`src/rtl/mci_pkg.sv`:
```
// interrupt control register slice: offsets, field positions, masks, reset values
// assumes an 8-bit register port with one-cycle strobes on clk_sys
package mci_pkg;
    // register offsets on the register port
    localparam logic [7:0] REG_EDGE = 8'h00;
    localparam logic [7:0] REG_CTL0 = 8'h01;
    localparam logic [7:0] REG_CTL1 = 8'h02;

    // reset values
    localparam logic [7:0] RST_EDGE = 8'h00;
    localparam logic [7:0] RST_CTL0 = 8'h00;
    localparam logic [7:0] RST_CTL1 = 8'h00;

    // implemented bits of each register
    localparam logic [7:0] MASK_EDGE       = 8'h0f;
    localparam logic [7:0] MASK_CTL0       = 8'h7f;
    localparam logic [7:0] MASK_CTL1_FULL  = 8'hff;
    localparam logic [7:0] MASK_CTL1_SMALL = 8'hee;

    // edge select register fields
    localparam int PIN0_SEL_LSB = 0;
    localparam int PIN1_SEL_LSB = 2;

    // edge select encoding
    localparam logic [1:0] EDGE_OFF  = 2'h0;
    localparam logic [1:0] EDGE_RISE = 2'h1;
    localparam logic [1:0] EDGE_FALL = 2'h2;
    localparam logic [1:0] EDGE_BOTH = 2'h3;
    localparam int EDGE_RISE_BIT = 0;
    localparam int EDGE_FALL_BIT = 1;

    // first control register
    localparam int GLB_EN_BIT    = 0;
    localparam int PIN0_EN_BIT   = 1;
    localparam int GRP0_EN_BIT   = 2;
    localparam int GRP1_EN_BIT   = 3;
    localparam int PIN0_FLAG_BIT = 4;
    localparam int GRP0_FLAG_BIT = 5;
    localparam int GRP1_FLAG_BIT = 6;

    // second control register
    localparam int GRP2_EN_BIT   = 0;
    localparam int GRP3_EN_BIT   = 1;
    localparam int CONV_EN_BIT   = 2;
    localparam int TICK0_EN_BIT  = 3;
    localparam int GRP2_FLAG_BIT = 4;
    localparam int GRP3_FLAG_BIT = 5;
    localparam int CONV_FLAG_BIT = 6;
    localparam int TICK0_FLAG_BIT = 7;
endpackage

```
`src/rtl/mci_core_if.sv`:
```
// control register contents towards the request gate and its answer
// assumes one clock domain, clk_sys
`timescale 1ns/10ps
interface mci_core_if;
    logic [7:0] ctl0;
    logic [7:0] ctl1;
    logic       irq;
    logic [6:0] sources;
    modport core (output ctl0, output ctl1, input irq, input sources);
    modport gate (input ctl0, input ctl1, output irq, output sources);
endinterface

```
`src/rtl/mci_regs.sv`:
```
// interrupt control register slice: edge select, global enable, flags and enables
// assumes a register port on clk_sys with one-cycle strobes and read data one cycle later
// Operation
// The pin 1 edge field picks none, rising, falling or both edges for pin 1 detection.
// The pin 0 edge field uses the same code to pick which pin 0 edges raise its flag.
// The top four bits of the edge select register always read as zero.
// The global enable in bit 0 of the first control register blocks every request when clear; the code gates only irq_request, not irq_sources.
// Bit 7 of the second control register is the read-write tick 0 request flag.
// Bit 5 of the second control register is the writable group 3 request flag.
// Bit 6 of the second control register is the converter request flag.
// Bit 3 of the second control register enables tick 0 requests.
// Bit 1 of the second control register enables group 3 requests.
// Bit 0 enables group 2 on the full variant; on the small one it and the group 2 flag read 0.
// A request reaches the core only when its flag, its enable and the global enable are set; irq_sources ignores the global enable.
// All flag, enable and edge bits clear to zero at reset.
`timescale 1ns/10ps
module mci_regs #(
    parameter bit FULL_VARIANT = 1'b1
) (
    // clock and reset
    input  wire logic       clk_sys,
    input  wire logic       rst,
    // register port
    input  wire logic [7:0] reg_addr,
    input  wire logic [7:0] reg_wdata,
    input  wire logic       reg_wr,
    input  wire logic       reg_rd,
    output logic      [7:0] reg_rdata,
    // external pins
    input  wire logic       ext_irq_pin_zero,
    input  wire logic       ext_irq_pin_one,
    // peripheral events, one-cycle pulses
    input  wire logic       group0_event,
    input  wire logic       group1_event,
    input  wire logic       group2_event,
    input  wire logic       group3_event,
    input  wire logic       conv_event,
    input  wire logic       tick0_event,
    // towards the core
    output logic            irq_request,
    output logic      [6:0] irq_sources,
    output logic            pin1_edge_event
);
    localparam logic [7:0] CTL1_MASK = FULL_VARIANT ? mci_pkg::MASK_CTL1_FULL
                                                    : mci_pkg::MASK_CTL1_SMALL;

    // write value merged with hardware sets; a set wins over a clear
    function automatic logic [7:0] next_reg(input logic [7:0] cur,
                                            input logic       wr,
                                            input logic [7:0] wdata,
                                            input logic [7:0] set,
                                            input logic [7:0] mask);
        next_reg = ((wr ? wdata : cur) | set) & mask;
    endfunction

    logic [7:0] edge_sel;
    logic [7:0] ctl0;
    logic [7:0] ctl1;
    logic       pin0_hit;
    logic       pin1_hit;

    mci_core_if cif ();

    // address decode
    wire sel_edge = (reg_addr == mci_pkg::REG_EDGE);
    wire sel_ctl0 = (reg_addr == mci_pkg::REG_CTL0);
    wire sel_ctl1 = (reg_addr == mci_pkg::REG_CTL1);
    wire wr_edge  = reg_wr & sel_edge;
    wire wr_ctl0  = reg_wr & sel_ctl0;
    wire wr_ctl1  = reg_wr & sel_ctl1;

    wire [1:0] pin0_edge_sel = edge_sel[mci_pkg::PIN0_SEL_LSB +: 2];
    wire [1:0] pin1_edge_sel = edge_sel[mci_pkg::PIN1_SEL_LSB +: 2];

    mci_pin_edge u_pin0 (
        .clk_sys  (clk_sys),
        .rst      (rst),
        .pin      (ext_irq_pin_zero),
        .edge_sel (pin0_edge_sel),
        .hit      (pin0_hit)
    );

    mci_pin_edge u_pin1 (
        .clk_sys  (clk_sys),
        .rst      (rst),
        .pin      (ext_irq_pin_one),
        .edge_sel (pin1_edge_sel),
        .hit      (pin1_hit)
    );

    // hardware set vectors at the flag positions
    wire [7:0] set_ctl0 = ({7'h00, pin0_hit}     << mci_pkg::PIN0_FLAG_BIT)
                        | ({7'h00, group0_event} << mci_pkg::GRP0_FLAG_BIT)
                        | ({7'h00, group1_event} << mci_pkg::GRP1_FLAG_BIT);
    wire [7:0] set_ctl1 = ({7'h00, group2_event} << mci_pkg::GRP2_FLAG_BIT)
                        | ({7'h00, group3_event} << mci_pkg::GRP3_FLAG_BIT)
                        | ({7'h00, conv_event}   << mci_pkg::CONV_FLAG_BIT)
                        | ({7'h00, tick0_event}  << mci_pkg::TICK0_FLAG_BIT);

    wire [7:0] next_edge = next_reg(edge_sel, wr_edge, reg_wdata, 8'h00,
                                    mci_pkg::MASK_EDGE);
    wire [7:0] next_ctl0 = next_reg(ctl0, wr_ctl0, reg_wdata, set_ctl0,
                                    mci_pkg::MASK_CTL0);
    wire [7:0] next_ctl1 = next_reg(ctl1, wr_ctl1, reg_wdata, set_ctl1,
                                    CTL1_MASK);

    // read data, unmapped addresses answer zero
    wire [7:0] next_rdata = !reg_rd  ? 8'h00 :
                            sel_edge ? (edge_sel & mci_pkg::MASK_EDGE) :
                            sel_ctl0 ? ctl0 :
                            sel_ctl1 ? ctl1 : 8'h00;

    always_ff @(posedge clk_sys) begin
        if (rst) begin
            edge_sel        <= mci_pkg::RST_EDGE;
            ctl0            <= mci_pkg::RST_CTL0;
            ctl1            <= mci_pkg::RST_CTL1;
            reg_rdata       <= 8'h00;
            pin1_edge_event <= 1'b0;
        end else begin
            edge_sel        <= next_edge;
            ctl0            <= next_ctl0;
            ctl1            <= next_ctl1;
            reg_rdata       <= next_rdata;
            pin1_edge_event <= pin1_hit;
        end
    end

    assign cif.ctl0 = ctl0;
    assign cif.ctl1 = ctl1;

    mci_req_gate u_gate (
        .clk_sys (clk_sys),
        .rst     (rst),
        .cif     (cif.gate)
    );

    assign irq_request = cif.irq;
    assign irq_sources = cif.sources;
endmodule // mci_regs

```
`src/rtl/mci_pin_edge.sv`:
```
// external pin synchroniser and selectable edge detector
// assumes an asynchronous pin and a synchronous active-high reset
`timescale 1ns/10ps
module mci_pin_edge (
    // clock and reset
    input  wire logic       clk_sys,
    input  wire logic       rst,
    // pin and mode
    input  wire logic       pin,
    input  wire logic [1:0] edge_sel,
    // detected edge, one cycle
    output logic            hit
);
    logic [2:0] sync;
    logic       lvl;

    always_ff @(posedge clk_sys) begin
        if (rst) begin
            sync <= 3'h0;
            lvl  <= 1'b0;
        end else begin
            sync <= {sync[1:0], pin};
            if (sync[1] == sync[2]) begin
                lvl <= sync[2];
            end
        end
    end

    // a change counts once the second and third stages agree
    wire settled = (sync[1] == sync[2]);
    wire rose    = settled & sync[2] & ~lvl;
    wire fell    = settled & ~sync[2] & lvl;

    assign hit = (edge_sel[mci_pkg::EDGE_RISE_BIT] & rose)
               | (edge_sel[mci_pkg::EDGE_FALL_BIT] & fell);
endmodule // mci_pin_edge

```
`src/rtl/mci_req_gate.sv`:
```
// request gate: flag and enable pairs; the request is qualified by the global enable, the sources are not
// assumes register contents arrive from flip-flops on clk_sys
`timescale 1ns/10ps
module mci_req_gate (
    // clock and reset
    input  wire logic clk_sys,
    input  wire logic rst,
    // register contents and answer
    mci_core_if.gate  cif
);
    // flags sit three bits above their enables in the first register and four bits above in the second
    wire [2:0] pend0 = cif.ctl0[6:4] & cif.ctl0[3:1];
    wire [3:0] pend1 = cif.ctl1[7:4] & cif.ctl1[3:0];
    wire       glb   = cif.ctl0[mci_pkg::GLB_EN_BIT];

    always_ff @(posedge clk_sys) begin
        if (rst) begin
            cif.irq     <= 1'b0;
            cif.sources <= 7'h00;
        end else begin
            cif.irq     <= glb & (|{pend1, pend0});
            cif.sources <= {pend1, pend0};
        end
    end
endmodule // mci_req_gate

```
`config.mk`:
```
export PLATFORM = sky130hd
export DESIGN_NAME = mci_regs
export DESIGN_NICKNAME = d
export VERILOG_FILES = /design/src/rtl/mci_pkg.sv /design/src/rtl/mci_core_if.sv /design/src/rtl/mci_regs.sv /design/src/rtl/mci_pin_edge.sv /design/src/rtl/mci_req_gate.sv
export SDC_FILE = /design/constraint.sdc
export NUM_CORES = 1
export LEC_CHECK = 0
export ABC_AREA = 1
export ABC_CLOCK_PERIOD_IN_PS = 1350
export BUFFER_PORTS_ARGS = -buffer_cell sky130_fd_sc_hd__buf_2
export CAP_MARGIN = 15
export CORE_MARGIN = 1.5
export CORE_UTILIZATION = 38
export DETAILED_ROUTE_END_ITERATION = 16
export SYNTH_ARGS = -nofsm -noshare
export SYNTH_HDL_FRONTEND = slang
export SYNTH_SLANG_ARGS = --single-unit
```
`constraint.sdc`:
```
create_clock -name clk_sys -period 1.35 [get_ports clk_sys]
set_input_delay 0.135 -clock clk_sys [delete_from_list [all_inputs] [get_ports clk_sys]]
set_output_delay 0.135 -clock clk_sys [all_outputs]
set_load 0.005 [all_outputs]
```
==> run metrics <==
CP endpoint kind=register; setup_tns=0 ns; first-pass GRT wire length=6310 um; Leak=1.12 nW; Clock Sinks=44; HPWL after DPL=2880 um; first-pass detailed-route iteration total=4; Max Cap Violations=0; Seq/Total Area, Yosys=0.484; ANT cells=0; CTS tree=yes; met2 Usage GRT=0.270; GR Util met1=0.192; RSZ-0062 raised after global routing=false; DRT iter0 DRCs=80; FF-to-FF Start=u_pin0.sync[1]; most common cell after layout, fill and taps aside=nand2_1; layout cell share with drive strength beyond 1=0.224; Req. time, crit path=1.59 ns; flop-to-flop setup slack=0.32 ns; htree depth=2; Final min period=1.03 ns; Die Y=just over 70 um; DIE AREA=5220 um^2; synthesized flop and latch total=44; Register-to-Register Path Depth=5; overall global routing resource usage=0.154; crit share post-route=0.760; status=completed; num rows=24; worst setup path class=register to register; final hold vios=0; Least-Margin Pin Slew=0.277 ns; largest net degree at the start of global routing=21; busiest grt layer=met2; Yosys Warn Count=0; DR vias/cell=between 4 and 5; final non-filler cell total=around 350; CP startpoint kind=register; CP Max Fanout=2; Final Max Slew Viols=0; commonest non-fill, non-tap cells in the layout=nand2_1, dfxtp_1, buf_2, nor2_1, inv_1; FF-to-FF End=u_pin0.lvl; post-route ant nets=0; Syn Inst Count=roughly 250; Inserted Clock Buffers=5; # port buffers=44; CTS clk-pin slew, worst paths=~0.08 ns; WL per Instance=10.8 um; clock skew=0.00954 ns; Mapped Area=1820 um^2; area grow syn2layout=21.2%; vias in the first global route=1441; pwr dens=1140 nW/um^2; Setup crit end=u_pin0.lvl; number of hold buffers added after cts=0; Longest Clk Path Bufs=2; Pwr Total=2.52 mW; dpl cells=339; syn_nets=278; drt drc=0; Die W=72.2 um; Hold Slack=0.0298 ns; clock root buffer=clkbuf_8; met3 usage=0.0375; crit path DAT=1.27 ns; clk_lat worst skew=0.30 ns; Initial Util=0.407; max_slew headroom=0.815; Finish-stage setup viols=0; peak supply drop=0.647 mV; initial antenna violation count=0; final net count=326; number of setup buffers added after CTS=0; placer congestion estimate=0.931; post-cts sizing count=0; total wire length=3750 um; hold crit path type=primary input to register; GRT overflow=0; core area=4470 um^2; Fmax achieved=0.974 GHz; worst setup path start=u_pin0.sync[1]; post-synth cell types=25; via count=1596; # IOs=45; Avg Cell Area, Syn=7.40 um^2
## cell families after synthesis
logic type               share of synthesized area
AO/OA/AOI/OAI                               0.0591
adder cells (fa/ha/maj)                     0.0275
buffers and inverters                       0.0962
flip-flops                                   0.484
AND/OR/NAND/NOR                              0.333
## final cells by class
| type | count | area, um^2 |
|---|---|---|
| tap | 52 | 65.1 |
| multi-input combinational | 158 | 764 |
| clock buffer | 5 | 68.8 |
| sequential | 44 | 881 |
| fill | 460 | 2270 |
| inverter | 39 | 146 |
| timing repair buffer | 46 | 235 |
| clock inverter | 3 | 46.3 |
## per-layer routing
metal,wire [um],part of all wire
met1,1750,0.47
met2,1780,0.47
met3,191,0.051
met4,32,0.0085
met5,0,0
## stage by stage
stage | setup slack, ns | util | cell area, um^2
3_3_place_gp | 0.172 | 0.468 | 2090
6_report | 0.324 | 0.493 | 2210
3_5_place_dp | 0.150 | 0.468 | 2090
5_1_grt | 0.227 | 0.493 | 2210
2_1_floorplan | 0.395 | - | 1820
4_1_cts | 0.322 | 0.493 | 2210
## worst min path at each step
stage	from	to	slack, ns	cells after the start
global placement	ext_irq_pin_one	u_pin1.sync[0]	0.33	3
global route	ext_irq_pin_one	u_pin1.sync[0]	0.03	3
floorplan	ext_irq_pin_zero	u_pin0.sync[0]	0.24	2
finish	ext_irq_pin_one	u_pin1.sync[0]	0.03	3
CTS	ext_irq_pin_one	u_pin1.sync[0]	0.03	3
detailed placement	ext_irq_pin_one	u_pin1.sync[0]	0.34	3
## power breakdown
part / leakage [nW] / internal, mW / switching (mW)
Clock: 0.0548 / 0.557 / 0.474
Sequential: 0.357 / 1.32 / 0.0170
Combinational: 0.706 / 0.0631 / 0.0943
Total: 1.12 / 1.94 / 0.585
## worst max-delay path, cell delays in order, from the launching register on
cell and delay, ns:
dfxtp_1 0.34, inv_1 0.06, ha_1 0.31, nor2_1 0.13, a21oi_1 0.05, nor2_1 0.07
## cells in the mapped netlist
| master | instances | share of area |
|---|---|---|
| nand3_1 | 30 | 0.082 |
| ha_1 | 4 | 0.027 |
| nor2_1 | 39 | 0.080 |
| buf_2 | 2 | 0.0055 |
| nor2_8 | 1 | 0.011 |
| a21oi_1 | 10 | 0.027 |
| o22ai_1 | 1 | 0.0034 |
| nor2_2 | 3 | 0.010 |
| o21ai_0 | 8 | 0.022 |
| clkinv_1 | 1 | 0.0021 |
| nand2_1 | 50 | 0.10 |
| nand3b_1 | 1 | 0.0041 |
| inv_2 | 2 | 0.0041 |
| dfxtp_1 | 44 | 0.48 |
| clkbuf_1 | 2 | 0.0041 |
| a31oi_1 | 1 | 0.0034 |
| nor3_1 | 2 | 0.0055 |
| buf_6 | 1 | 0.0062 |
| nand2_2 | 1 | 0.0034 |
| nor2_4 | 2 | 0.012 |
| inv_1 | 36 | 0.074 |
| o21ai_1 | 1 | 0.0027 |
| nand2_4 | 1 | 0.0062 |
| and3_1 | 1 | 0.0034 |
| nand3_2 | 2 | 0.011 |
## sequential cells by signal, indices dropped and copies added, names as in the netlist
name	cells
cif.ctl0	7
cif.ctl1	8
edge_sel	4
pin1_edge_event	1
reg_rdata	8
u_gate.cif.irq	1
u_gate.cif.sources	7
u_pin0.lvl	1
u_pin0.sync	3
u_pin1.lvl	1
u_pin1.sync	3
Note: power is estimated with default switching activity, not from simulation.
